File: src/hw/rbv_pkg.sv
// Shared constants and types for the calendar value register block
package rbv_pkg;

  // ----------------------------------------------------------------
  // Port selects of the CPU byte interface
  // ----------------------------------------------------------------
  localparam logic [2:0] SEL_CFG = 3'h0;
  localparam logic [2:0] SEL_ALM_CFG = 3'h1;
  localparam logic [2:0] SEL_VAL_HIGH = 3'h2;
  localparam logic [2:0] SEL_VAL_LOW = 3'h3;
  localparam logic [2:0] SEL_ALM_HIGH = 3'h4;
  localparam logic [2:0] SEL_ALM_LOW = 3'h5;

  // ----------------------------------------------------------------
  // Control field positions and reset values
  // ----------------------------------------------------------------
  localparam int UNLOCK_BIT = 5;
  localparam int PTR_LSB = 0;
  localparam int PTR_MSB = 1;
  localparam logic UNLOCK_RESET = 1'b0;
  localparam logic [1:0] PTR_RESET = 2'h0;
  localparam logic [1:0] PTR_00 = 2'h0;
  localparam logic [1:0] PTR_01 = 2'h1;
  localparam logic [1:0] PTR_10 = 2'h2;
  localparam logic [1:0] PTR_11 = 2'h3;
  localparam logic [7:0] READ_ZERO = 8'h00;

  // ----------------------------------------------------------------
  // Stored register indices and implemented-bit masks
  // ----------------------------------------------------------------
  localparam int NUM_REGS = 9;
  localparam logic [3:0] IDX_YEAR = 4'h0;
  localparam logic [3:0] IDX_MONTH = 4'h1;
  localparam logic [3:0] IDX_DAY = 4'h2;
  localparam logic [3:0] IDX_DAY_OF_WEEK_DIGIT = 4'h3;
  localparam logic [3:0] IDX_HOUR = 4'h4;
  localparam logic [3:0] IDX_MINUTE = 4'h5;
  localparam logic [3:0] IDX_SECOND = 4'h6;
  localparam logic [3:0] IDX_ALM_MONTH = 4'h7;
  localparam logic [3:0] IDX_ALM_DAY = 4'h8;
  localparam logic [3:0] IDX_NONE = 4'hF;

  localparam logic [7:0] MASK_YEAR = 8'hFF;
  localparam logic [7:0] MASK_MONTH = 8'h1F;
  localparam logic [7:0] MASK_DAY = 8'h3F;
  localparam logic [7:0] MASK_DAY_OF_WEEK_DIGIT = 8'h07;
  localparam logic [7:0] MASK_HOUR = 8'h3F;
  localparam logic [7:0] MASK_MINUTE = 8'h7F;
  localparam logic [7:0] MASK_SECOND = 8'h7F;
  localparam logic [NUM_REGS-1:0][7:0] REG_MASK = {
    MASK_DAY, MASK_MONTH, MASK_SECOND, MASK_MINUTE, MASK_HOUR,
    MASK_DAY_OF_WEEK_DIGIT, MASK_DAY, MASK_MONTH, MASK_YEAR
  };

  // ----------------------------------------------------------------
  // Carriers
  // ----------------------------------------------------------------
  typedef struct packed {
    logic [2:0] sel;
    logic wr;
    logic rd;
    logic [7:0] wdata;
  } rbv_bus_req_s;

  typedef struct packed {
    logic [7:0] alarm_day_value;
    logic [7:0] alarm_month_value;
    logic [7:0] time_second;
    logic [7:0] time_minute;
    logic [7:0] time_hour;
    logic [7:0] day_of_week;
    logic [7:0] calendar_day;
    logic [7:0] calendar_month;
    logic [7:0] calendar_year;
  } rbv_values_s;

endpackage

File: src/hw/rbv_window_ptr.sv
// Two-bit window pointer that loads from software and counts down to zero
`timescale 1ns/1ps
module rbv_window_ptr (
  // Clock and reset
  input wire logic sys_clk_i,
  input wire logic rst_i,
  // Control
  input wire logic load_i,
  input wire logic [1:0] load_val_i,
  input wire logic step_i,
  // State
  output logic [1:0] ptr_o
);

  always_ff @(posedge sys_clk_i) begin
    if (rst_i) begin
      ptr_o <= rbv_pkg::PTR_RESET;
    end else if (load_i) begin
      ptr_o <= load_val_i;
    end else if (step_i && ptr_o != rbv_pkg::PTR_00) begin
      ptr_o <= ptr_o - 2'h1;
    end
  end

endmodule

File: src/hw/rbv_value_reg.sv
// One BCD value byte; unimplemented bits always read zero
`timescale 1ns/1ps
module rbv_value_reg #(
  parameter logic [7:0] MASK = 8'hFF
) (
  // Clock
  input wire logic sys_clk_i,
  // Write port
  input wire logic we_i,
  input wire logic [7:0] wdata_i,
  // Stored value
  output logic [7:0] q_o
);

  logic [7:0] store_q;

  // No reset: contents are undefined after power-on
  always_ff @(posedge sys_clk_i) begin
    if (we_i) begin
      store_q <= wdata_i;
    end
  end

  // Unused bits tied low so they read zero even before the first write
  assign q_o = store_q & MASK;

endmodule

File: src/hw/rbv_regs.sv
// Calendar value registers reached through windowed high and low byte ports
//
// How it works
// - reserved slot reads zero, writes ignored
// - year holds two BCD digits, tens high
// - year written only while unlock set
// - month: tens bit 4, units 3-0
// - day: tens bits 5-4, units 3-0
// - weekday single digit in bits 2-0
// - hour: tens bits 5-4, units 3-0
// - minute: tens bits 6-4, units 3-0
// - second: tens bits 6-4, units 3-0
// - calendar and alarm bytes need unlock to write
// - alarm month laid out like month
// - alarm day laid out like day
// - value window writable only when unlocked
// - value pointer selects which byte each window shows
// - high window access decrements pointer, stops at zero
// - alarm pointer selects alarm month and day
`timescale 1ns/1ps
module rbv_regs (
  // Clock and reset
  input wire logic sys_clk_i,
  input wire logic rst_i,
  // CPU byte port
  input wire rbv_pkg::rbv_bus_req_s bus_req_i,
  output logic [7:0] rd_data_o,
  output logic rd_valid_o,
  // Stored values for the counting logic
  output rbv_pkg::rbv_values_s values_o,
  output logic value_write_unlock_o
);

  // ----------------------------------------------------------------
  // Window decode
  // ----------------------------------------------------------------
  // Shared by read and write so both always agree on the target byte
  function automatic logic [3:0] win_index(input logic [2:0] sel, input logic [1:0] vptr,
                                           input logic [1:0] aptr);
    logic [3:0] idx;
    idx = rbv_pkg::IDX_NONE;
    unique case (sel)
      rbv_pkg::SEL_VAL_HIGH: begin
        unique case (vptr)
          rbv_pkg::PTR_00: idx = rbv_pkg::IDX_MINUTE;
          rbv_pkg::PTR_01: idx = rbv_pkg::IDX_DAY_OF_WEEK_DIGIT;
          rbv_pkg::PTR_10: idx = rbv_pkg::IDX_MONTH;
          rbv_pkg::PTR_11: idx = rbv_pkg::IDX_NONE;
        endcase
      end
      rbv_pkg::SEL_VAL_LOW: begin
        unique case (vptr)
          rbv_pkg::PTR_00: idx = rbv_pkg::IDX_SECOND;
          rbv_pkg::PTR_01: idx = rbv_pkg::IDX_HOUR;
          rbv_pkg::PTR_10: idx = rbv_pkg::IDX_DAY;
          rbv_pkg::PTR_11: idx = rbv_pkg::IDX_YEAR;
        endcase
      end
      rbv_pkg::SEL_ALM_HIGH: begin
        // Only the alarm month byte lives here; the others read zero
        if (aptr == rbv_pkg::PTR_10) begin
          idx = rbv_pkg::IDX_ALM_MONTH;
        end
      end
      rbv_pkg::SEL_ALM_LOW: begin
        if (aptr == rbv_pkg::PTR_10) begin
          idx = rbv_pkg::IDX_ALM_DAY;
        end
      end
      default: idx = rbv_pkg::IDX_NONE;
    endcase
    return idx;
  endfunction

  // One-hot write select; reserved and unstored codes pick nothing
  function automatic logic [rbv_pkg::NUM_REGS-1:0] slot_onehot(input logic [3:0] idx);
    logic [rbv_pkg::NUM_REGS-1:0] hot;
    hot = '0;
    for (int i = 0; i < rbv_pkg::NUM_REGS; i++) begin
      if (idx == 4'(i)) begin
        hot[i] = 1'b1;
      end
    end
    return hot;
  endfunction

  // ----------------------------------------------------------------
  // Control state
  // ----------------------------------------------------------------
  logic unlock_q;
  logic [1:0] value_ptr;
  logic [1:0] alarm_ptr;
  logic [3:0] acc_idx;
  logic [7:0] reg_val [rbv_pkg::NUM_REGS];
  logic [7:0] rd_mux;
  logic [7:0] cfg_byte;
  logic [7:0] alm_cfg_byte;
  logic cfg_wr;
  logic alm_cfg_wr;
  logic val_high_acc;
  logic alm_high_acc;
  logic value_wr;
  logic [rbv_pkg::NUM_REGS-1:0] reg_we;

  // ----------------------------------------------------------------
  // Unlock bit
  // ----------------------------------------------------------------
  always_ff @(posedge sys_clk_i) begin
    if (rst_i) begin
      unlock_q <= rbv_pkg::UNLOCK_RESET;
    end else if (cfg_wr) begin
      unlock_q <= bus_req_i.wdata[rbv_pkg::UNLOCK_BIT];
    end
  end

  assign value_write_unlock_o = unlock_q;

  // ----------------------------------------------------------------
  // Request decode
  // ----------------------------------------------------------------
  assign acc_idx = win_index(bus_req_i.sel, value_ptr, alarm_ptr);
  assign cfg_wr = bus_req_i.wr && (bus_req_i.sel == rbv_pkg::SEL_CFG);
  assign alm_cfg_wr = bus_req_i.wr && (bus_req_i.sel == rbv_pkg::SEL_ALM_CFG);
  // Any access moves the pointer, an ignored write included
  assign val_high_acc = (bus_req_i.wr || bus_req_i.rd) && (bus_req_i.sel == rbv_pkg::SEL_VAL_HIGH);
  assign alm_high_acc = (bus_req_i.wr || bus_req_i.rd) && (bus_req_i.sel == rbv_pkg::SEL_ALM_HIGH);
  // Locked writes simply vanish; software gets no error indication
  assign value_wr = bus_req_i.wr && unlock_q;
  assign reg_we = slot_onehot(acc_idx) & {rbv_pkg::NUM_REGS{value_wr}};

  // ----------------------------------------------------------------
  // Window pointers
  // ----------------------------------------------------------------
  rbv_window_ptr u_value_ptr (
    .sys_clk_i(sys_clk_i),
    .rst_i(rst_i),
    .load_i(cfg_wr),
    .load_val_i(bus_req_i.wdata[rbv_pkg::PTR_MSB:rbv_pkg::PTR_LSB]),
    .step_i(val_high_acc),
    .ptr_o(value_ptr)
  );

  // No roll-over mode: the alarm pointer also stops at zero
  rbv_window_ptr u_alarm_ptr (
    .sys_clk_i(sys_clk_i),
    .rst_i(rst_i),
    .load_i(alm_cfg_wr),
    .load_val_i(bus_req_i.wdata[rbv_pkg::PTR_MSB:rbv_pkg::PTR_LSB]),
    .step_i(alm_high_acc),
    .ptr_o(alarm_ptr)
  );

  // ----------------------------------------------------------------
  // Value storage
  // ----------------------------------------------------------------
  // Masks keep unimplemented bits at zero so they always read back zero
  rbv_value_reg #(
    .MASK(rbv_pkg::REG_MASK[rbv_pkg::IDX_YEAR])
  ) u_year (
    .sys_clk_i(sys_clk_i),
    .we_i(reg_we[rbv_pkg::IDX_YEAR]),
    .wdata_i(bus_req_i.wdata),
    .q_o(reg_val[rbv_pkg::IDX_YEAR])
  );

  rbv_value_reg #(
    .MASK(rbv_pkg::REG_MASK[rbv_pkg::IDX_MONTH])
  ) u_month (
    .sys_clk_i(sys_clk_i),
    .we_i(reg_we[rbv_pkg::IDX_MONTH]),
    .wdata_i(bus_req_i.wdata),
    .q_o(reg_val[rbv_pkg::IDX_MONTH])
  );

  rbv_value_reg #(
    .MASK(rbv_pkg::REG_MASK[rbv_pkg::IDX_DAY])
  ) u_day (
    .sys_clk_i(sys_clk_i),
    .we_i(reg_we[rbv_pkg::IDX_DAY]),
    .wdata_i(bus_req_i.wdata),
    .q_o(reg_val[rbv_pkg::IDX_DAY])
  );

  rbv_value_reg #(
    .MASK(rbv_pkg::REG_MASK[rbv_pkg::IDX_DAY_OF_WEEK_DIGIT])
  ) u_day_of_week_digit (
    .sys_clk_i(sys_clk_i),
    .we_i(reg_we[rbv_pkg::IDX_DAY_OF_WEEK_DIGIT]),
    .wdata_i(bus_req_i.wdata),
    .q_o(reg_val[rbv_pkg::IDX_DAY_OF_WEEK_DIGIT])
  );

  rbv_value_reg #(
    .MASK(rbv_pkg::REG_MASK[rbv_pkg::IDX_HOUR])
  ) u_hour (
    .sys_clk_i(sys_clk_i),
    .we_i(reg_we[rbv_pkg::IDX_HOUR]),
    .wdata_i(bus_req_i.wdata),
    .q_o(reg_val[rbv_pkg::IDX_HOUR])
  );

  rbv_value_reg #(
    .MASK(rbv_pkg::REG_MASK[rbv_pkg::IDX_MINUTE])
  ) u_minute (
    .sys_clk_i(sys_clk_i),
    .we_i(reg_we[rbv_pkg::IDX_MINUTE]),
    .wdata_i(bus_req_i.wdata),
    .q_o(reg_val[rbv_pkg::IDX_MINUTE])
  );

  rbv_value_reg #(
    .MASK(rbv_pkg::REG_MASK[rbv_pkg::IDX_SECOND])
  ) u_second (
    .sys_clk_i(sys_clk_i),
    .we_i(reg_we[rbv_pkg::IDX_SECOND]),
    .wdata_i(bus_req_i.wdata),
    .q_o(reg_val[rbv_pkg::IDX_SECOND])
  );

  rbv_value_reg #(
    .MASK(rbv_pkg::REG_MASK[rbv_pkg::IDX_ALM_MONTH])
  ) u_alm_month (
    .sys_clk_i(sys_clk_i),
    .we_i(reg_we[rbv_pkg::IDX_ALM_MONTH]),
    .wdata_i(bus_req_i.wdata),
    .q_o(reg_val[rbv_pkg::IDX_ALM_MONTH])
  );

  rbv_value_reg #(
    .MASK(rbv_pkg::REG_MASK[rbv_pkg::IDX_ALM_DAY])
  ) u_alm_day (
    .sys_clk_i(sys_clk_i),
    .we_i(reg_we[rbv_pkg::IDX_ALM_DAY]),
    .wdata_i(bus_req_i.wdata),
    .q_o(reg_val[rbv_pkg::IDX_ALM_DAY])
  );

  // ----------------------------------------------------------------
  // Stored values out
  // ----------------------------------------------------------------
  assign values_o = '{
    alarm_day_value: reg_val[rbv_pkg::IDX_ALM_DAY],
    alarm_month_value: reg_val[rbv_pkg::IDX_ALM_MONTH],
    time_second: reg_val[rbv_pkg::IDX_SECOND],
    time_minute: reg_val[rbv_pkg::IDX_MINUTE],
    time_hour: reg_val[rbv_pkg::IDX_HOUR],
    day_of_week: reg_val[rbv_pkg::IDX_DAY_OF_WEEK_DIGIT],
    calendar_day: reg_val[rbv_pkg::IDX_DAY],
    calendar_month: reg_val[rbv_pkg::IDX_MONTH],
    calendar_year: reg_val[rbv_pkg::IDX_YEAR]
  };

  // ----------------------------------------------------------------
  // Read path
  // ----------------------------------------------------------------
  // Unused control bits read zero
  always_comb begin
    cfg_byte = rbv_pkg::READ_ZERO;
    cfg_byte[rbv_pkg::UNLOCK_BIT] = unlock_q;
    cfg_byte[rbv_pkg::PTR_MSB:rbv_pkg::PTR_LSB] = value_ptr;
    alm_cfg_byte = rbv_pkg::READ_ZERO;
    alm_cfg_byte[rbv_pkg::PTR_MSB:rbv_pkg::PTR_LSB] = alarm_ptr;
  end

  always_comb begin
    unique case (bus_req_i.sel)
      rbv_pkg::SEL_CFG: begin
        rd_mux = cfg_byte;
      end
      rbv_pkg::SEL_ALM_CFG: begin
        rd_mux = alm_cfg_byte;
      end
      default: begin
        if (acc_idx == rbv_pkg::IDX_NONE) begin
          rd_mux = rbv_pkg::READ_ZERO;
        end else begin
          rd_mux = reg_val[acc_idx];
        end
      end
    endcase
  end

  // Data is sampled with the pointer as it stood before the decrement
  always_ff @(posedge sys_clk_i) begin
    if (rst_i) begin
      rd_data_o <= rbv_pkg::READ_ZERO;
    end else if (bus_req_i.rd) begin
      rd_data_o <= rd_mux;
    end
  end

  // Answer strobe comes for every read, unmapped ports included
  always_ff @(posedge sys_clk_i) begin
    if (rst_i) begin
      rd_valid_o <= 1'b0;
    end else begin
      rd_valid_o <= bus_req_i.rd;
    end
  end

endmodule

File: config.mk
export PLATFORM = sky130hd
export DESIGN_NAME = rbv_regs
export DESIGN_NICKNAME = d
export VERILOG_FILES = /design/src/hw/rbv_pkg.sv /design/src/hw/rbv_window_ptr.sv /design/src/hw/rbv_value_reg.sv /design/src/hw/rbv_regs.sv
export SDC_FILE = /design/constraint.sdc
export NUM_CORES = 1
export LEC_CHECK = 0
export BUFFER_PORTS_ARGS = -buffer_cell sky130_fd_sc_hd__buf_4
export CORE_ASPECT_RATIO = 0.7
export CORE_UTILIZATION = 46
export CTS_CLUSTER_SIZE = 30
export DETAILED_ROUTE_END_ITERATION = 8
export GPL_ROUTABILITY_DRIVEN = 1
export PLACE_DENSITY = 0.76
export SETUP_SLACK_MARGIN = 0.05
export SLEW_MARGIN = 10
export SYNTH_ARGS = -nofsm -noshare
export SYNTH_HDL_FRONTEND = slang
export SYNTH_SLANG_ARGS = --single-unit
File: constraint.sdc
create_clock -name sys_clk_i -period 2.5 [get_ports sys_clk_i]
set_clock_uncertainty 0.1 [all_clocks]
set_input_delay 0 -clock sys_clk_i [delete_from_list [all_inputs] [get_ports sys_clk_i]]
set_output_delay 0 -clock sys_clk_i [all_outputs]
set_load 0.1 [all_outputs]
=== After elaboration in Yosys (flattened, before gate mapping) ===
Index checks and enable logic that the tools add are counted.
W data, S select, Z words.

* Bits in latches: 0
* Output and inout port bits: 82
* Flip-flop bits (word level): 67
* RAM bits: 0
* Memories: 0
* Bits in read-only memories: 0

* Magnitude comparators: 1
* Divide/modulo/power cells: 0
* Equality and inequality tests: 18
* Bitwise operators: 2
* Add/sub/neg operators: 2
* Mux-type cells: 23
* Shift-type cells: 0
* Reduce and logical (&&, ||, !) cells: 15
* $mul: 0

{| class="wikitable"
|+ Operators by type and width
! cell !! number
|-
| $pmux W4 S4 || 3
|-
| $bmux W8 S4 || 1
|-
| $mux W8 || 3
|-
| $eq A4 B3 Y1 const B || 4
|-
| $pmux W8 S2 || 1
|-
| $and A9 B9 Y9 || 1
|-
| $mux W1 || 9
|-
| $eq A4 B2 Y1 const B || 2
|-
| $eq A4 B4 Y1 const B || 2
|-
| $mux W2 || 4
|-
| $reduce_bool A2 Y1 || 4
|-
| $logic_and A1 B1 Y1 || 7
|-
| $eq A2 B2 Y1 const B || 3
|-
| $eq A3 B2 Y1 const B || 2
|-
| $eq A3 B3 Y1 const B || 2
|-
| $ge A5 B5 Y1 const B || 1
|-
| $not A4 Y5 || 1
|-
| $eq A4 B1 Y1 const B || 1
|-
| $logic_not A4 Y1 || 1
|-
| $mux W4 || 1
|-
| $sub A2 B1 Y2 const B || 2
|-
| $eq A3 B1 Y1 const B || 1
|-
| $logic_not A3 Y1 || 1
|-
| $mux W3 || 1
|-
| other kinds (3) || 3
|}

=== Logic depth before layout (Yosys ltp) ===
* Word-level depth: 9
* Depth in mapped cells: 10
* Gate-level depth less buffers: 8

=== Cells and area by module ===
From an unflattened synthesis, not the netlist that was laid out.

* Cell total of the unflattened synthesis: 292
* Area, all modules: 3,295.7 um2

{| class="wikitable"
|+ Modules (own cells, without submodules)
! module !! cells each !! area each (um2) !! times used
|-
| rbv_regs || 184 || 1,278.7 || 1
|-
| rbv_value_reg (u_alm_day ...) || 9 || 198.9 || 3
|-
| rbv_value_reg (u_minute ...) || 9 || 221.5 || 2
|-
| rbv_value_reg (u_alm_month ...) || 9 || 176.4 || 2
|-
| rbv_window_ptr || 14 || 126.4 || 2
|-
| rbv_value_reg (u_year) || 8 || 240.2 || 1
|-
| rbv_value_reg (u_day_of_week_digit) || 9 || 131.4 || 1
|}

=== Worst setup path before layout ===
Ideal clock, no wire load.

* Path type: register -> register
* Start point: register u_value_ptr.ptr_o[0]
* End point: register u_second.store_q[0], enable pin
* Clock period less this slack: 2.512 ns
* Library setup time: 0.360 ns
* Data required time: 2.040 ns
* Stages on the path, launching flop included: 9
* Arrival time: 2.052 ns
* Setup slack: -0.012 ns
* Buffers on the path: 0
* Cell sequence: dfxtp_1 > inv_1 > ha_1 > nor2b_2 > a211oi_4 > nor2_2 > nor2_1 > nand3_1 > nor2_1

* Cells in the longest elaborated chain, start to end: 6
* Elaborated cells between the ends (all ways): 10
* Those cells by class: eq/ne (4); mux (4); bitwise (1); reduce/logical (1)

{| class="wikitable"
|+ Ends and longest elaborated chain
! item !! line !! RTL
|-
| from (decl) || rbv_window_ptr.sv:12 || <nowiki>output logic [1:0] ptr_o</nowiki>
|-
| from (signal assigned) || rbv_window_ptr.sv:17 || <nowiki>ptr_o <= rbv_pkg::PTR_RESET;</nowiki>
|-
| from (signal assigned) || rbv_window_ptr.sv:19 || <nowiki>ptr_o <= load_val_i;</nowiki>
|-
| from (signal assigned) || rbv_window_ptr.sv:21 || <nowiki>ptr_o <= ptr_o - 2'h1;</nowiki>
|-
| $eq A2 B2 Y1, or another cell as far along || rbv_regs.sv:44, rbv_regs.sv:52 ||
|-
| $pmux W4 S4, on equally long branches || rbv_regs.sv:52, rbv_regs.sv:44 ||
|-
| $pmux W4 S4 (*) || rbv_regs.sv:42 || <nowiki>unique case (sel)</nowiki>
|-
| $eq A4 B3 Y1 (*) || rbv_regs.sv:80 || <nowiki>if (idx == 4'(i)) begin</nowiki>
|-
| $mux W1 (*) || rbv_regs.sv:80 ||
|-
| $and A9 B9 Y9 (*) || rbv_regs.sv:129 || <nowiki>assign reg_we = slot_onehot(acc_idx) & {rbv_pkg::NUM_REGS{value_wr}};</nowiki>
|-
| via u_second.we_i || rbv_value_reg.sv:9 || <nowiki>input wire logic we_i,</nowiki>
|-
| to (signal assigned) || rbv_value_reg.sv:20 || <nowiki>store_q <= wdata_i;</nowiki>
|-
| to (decl) || rbv_value_reg.sv:15 || <nowiki>logic [7:0] store_q;</nowiki>
|}

The timed path passes the listed nets; every way through them passes the cells marked *. The select of a mux whose other input is x is not followed.
A chain may end at the register's enable or synchronous reset.

=== Final worst setup path ===
* Start point: register u_value_ptr.ptr_o[0]
* End point: register rd_data_o[2]

* Cells in the longest elaborated chain, start to end: 9
* Elaborated cells between the ends (all ways): 14
* Those cells by class: eq/ne (4); mux (8); bitwise (1); reduce/logical (1)

{| class="wikitable"
|+ Ends and longest elaborated chain
! item !! line !! RTL
|-
| $eq A2 B2 Y1, or another cell as far along || rbv_regs.sv:44, rbv_regs.sv:52 ||
|-
| $pmux W4 S4, on equally long branches || rbv_regs.sv:52, rbv_regs.sv:44 ||
|-
| $pmux W4 S4 (*) || rbv_regs.sv:42 ||
|-
| $not A4 Y5 (not written as such) || rbv_regs.sv:277 || <nowiki>rd_mux = reg_val[acc_idx];</nowiki>
|-
| $bmux W8 S4 || rbv_regs.sv:277 ||
|-
| $mux W8 (not written as such) (2 in a row) || rbv_regs.sv:277 ||
|-
| $mux W8 (*) || rbv_regs.sv:274 || <nowiki>if (acc_idx == rbv_pkg::IDX_NONE) begin</nowiki>
|-
| $pmux W8 S2 (*) || rbv_regs.sv:266 || <nowiki>unique case (bus_req_i.sel)</nowiki>
|-
| to (signal assigned) || rbv_regs.sv:286 || <nowiki>rd_data_o <= rbv_pkg::READ_ZERO;</nowiki>
|-
| to (signal assigned) || rbv_regs.sv:288 || <nowiki>rd_data_o <= rd_mux;</nowiki>
|-
| to (decl) || rbv_regs.sv:27 || <nowiki>output logic [7:0] rd_data_o,</nowiki>
|}

Mark *: on every way between the ends. The rest lies on a longest branch, timed or not. The select of a mux whose other input is x is not followed.

==> metrics.csv <==
stage,metric,value,unit
status,outcome,"complete, no violations",
place,placed insts,441,
synth,Synth top cells by count,"edfxtp_1, nor2_1, buf_4",
synth,most numerous cell in the Yosys netlist,edfxtp_1,
detailed_routing,Wirelength per Cell,18.3,um
global_route,first-pass GRT wire length,12800,um
detailed_routing,Starting DRT DRC Count,244,
synth,Async SR Flop Fraction,0,%
hold_path,hold path depth,3,
cells_and_area,final core occ,66.2,%
timing,Final Setup Violations,0,
timing,Period minus WS final,2.34,ns
timing,Worst-Margin Slew,0.577,ns
place,dpl hpwl,6180,um
detailed_routing,TritonRoute pass-1 iters,5,
synth,largest family of logic cells by synthesized area,simple AND/OR/NAND/NOR gates,
synth,Synth Area in Adders,2.81,%
cells_and_area,"Area growth, synth to finish",35.2,%
critical_path,Critical Path AT,2.46,ns
synth,Syn Std Cell Area,3110,um^2
floorplan,row count,24,
detailed_routing,Routed WL,8620,um
synth,synth warn,0,
timing,worst setup slack after layout,0.158,ns
synth,top-area cell type share of the netlist area,51.1,%
power_and_ir_drop,Leak,1.65,nW
power_and_ir_drop,peak supply drop,0.465,mV
place,RD Place Congestion,0.911,
global_route,gr usage total,24.7,%
hold_path,Min-Delay Path Class,in2reg,
detailed_routing,number of nets with antenna violations after routing,0,
global_route,grt ovf,0,
floorplan,core footprint,6370,um^2
synth,register area share after synthesis,60.1,%
clocking,clock-pin slew on the worst setup and hold paths,0.07,ns
critical_path,r2r worst-path depth,8,
synth,synthesized flop and latch total,67,
power_and_ir_drop,pwr/cell area,604,nW/um^2
timing,Fmax,0.427,GHz
cells_and_area,NumNets Final,397,
clocking,Clock Latency Late Sink,0.35,ns
run,max cap viols,0,
cells_and_area,antenna cell count,0,
global_route,vias in the first global route,2393,
clocking,Bufs on Longest Clock Path,2,
cells_and_area,Layout Cells excl Fill,471,
clocking,CTS root buf,clkbuf_8,
global_route,initial antenna violation count,0,
synth,top post-synthesis cells by area,"edfxtp_1, dfxtp_1, buf_4",
clocking,cts bufs inserted,9,
timing,Final period util,93.7,%
power_and_ir_drop,Pwr Total,2.54,mW
synth,cell taking the most area after synthesis,edfxtp_1,
critical_path,Critical Path Start Type,flop,
clocking,CTS H-tree depth,3,
timing,Slew headroom,61.2,%
place,port bufs,77,
synth,syn_area_per_cell,11.8,um^2
timing,Final Hold Fails,0,
place,DP Area,3820,um^2
critical_path,CP Capture Type,flop,
detailed_routing,via count,2539,
critical_path,Critical Path RT,2.62,ns
timing,RSZ-0062 raised after global routing,no,
floorplan,I/O pins,97,
synth,Post-synth EDFFs,53,
floorplan,Starting Density,48.9,%
synth,Post-Synth XOR/XNOR Area,0.562,%
timing,setup TNS,0,ns
critical_path,classification of the worst setup path,reg2reg,
clocking,CTS tree,built,
cells_and_area,final instance area,4210,um^2
synth,top_reg_cell synth,edfxtp_1,
floorplan,die area,7110,um^2
floorplan,Horiz. Die Dim,100,um
place,pre-CTS setup slack,0.0389,ns
timing,final hold slack,0.0241,ns
critical_path,"Max FO, Critical Path",11,
synth,mux contribution to synthesized area,2.01,%
global_route,largest net degree at the start of global routing,22,
floorplan,die height,70.8,um
synth,Synth Instances,265,
cells_and_area,Filler cells,494,
synth,Cell variety after synth,57,
clocking,Sinks on Clock Net,67,
timing,"Slew Viols, Final",0,
detailed_routing,Vias per Instance,5.39,
cells_and_area,fraction of layout cells with a size suffix above 1,33.9,%
detailed_routing,# DRC,0,
synth,Simple-Gate Fraction of Synth Area,14.3,%
synth,compound-cell area share of the yosys netlist,12.8,%
## cell usage in the layout, fill, tap and decap left out, types with 6 or more instances in the layout
master	instances
conb_1	19
clkbuf_8	10
o21ai_0	8
inv_1	11
nand2_1	15
dfxtp_1	13
nor2_1	28
buf_4	97
edfxtp_1	53
a21oi_1	8
nand3_1	6
dlygate4sd3_1	12
ha_1	7
## registers in the layout (all words and copies together), names as in the netlist, 2 cells and up
signal,count
u_value_ptr.ptr_o,2
u_alarm_ptr.ptr_o,2
rd_data_o,8
u_hour.store_q,6
u_year.q_o,8
u_day_of_week_digit.store_q,3
u_alm_day.store_q,6
u_month.store_q,5
u_alm_month.store_q,5
u_minute.store_q,7
u_second.store_q,7
u_day.store_q,6
## worst max-delay path: stages (launching register included)
cell	delay, ns
dfxtp_1	0.31
buf_4	0.15
ha_1	0.22
o21bai_1	0.26
nand2_1	0.37
o22ai_1	0.30
nor3_1	0.08
o32ai_1	0.28
o32ai_1	0.13
## layer usage
layer / GRT usage (%) / part of all wire (%) / vias to the layer above
li1: - / - / 1172
met1: 35.8 / 45 / 1174
met2: 34.8 / 42 / 177
met3: 8.99 / 12 / 16
met4: 7.25 / 1.2 / 0
met5: 0 / 0 / -
## worst paths after layout
check | start | end | slack, ns
worst max-delay path | u_value_ptr.ptr_o[0] | rd_data_o[2] | 0.16
worst max register to register | u_value_ptr.ptr_o[0] | rd_data_o[2] | 0.16
worst min-delay path | bus_req_i[10] | u_alarm_ptr.ptr_o[0] | 0.02
worst min register to register | rd_data_o[7] | rd_data_o[7] | 0.39
## cell type report
cell class	count	area [um^2]	area share (%)
sequential	67	1870	44.5
multi-input combinational	177	1120	26.5
timing repair buffer	109	848	20.1
clock buffer	11	141	3.36
tap	91	114	2.70
clock inverter	5	77.6	1.84
inverter	11	41.3	0.980
## timing repair
action                     4_1_cts  5_1_grt
setup endpoints to repair        7       52
setup buffers                    0        2
hold endpoints to repair        64        0
hold buffers                    12        0
pin swaps                        0        2
resized for setup                1        8
## report_power, final
| group | switching, mW | leakage, nW | total [mW] | internal, mW |
|---|---|---|---|---|
| Combinational | 0.260 | 0.947 | 0.337 | 0.0775 |
| Clock | 0.408 | 0.111 | 0.994 | 0.586 |
| Sequential | 0.00554 | 0.590 | 1.21 | 1.21 |
## cell families (layout without fill, tap and decap cells)
logic type,Yosys count,after routing
AOI/OAI and AO/OA,54,54
DFF,67,67
adders and majority gates,7,7
muxes,6,6
and+or+nand+nor,89,89
buffers and inverters,39,136
xor gates and xnor gates,2,2
other,1,19
No activity file was read; power rests on OpenSTA's default activity.
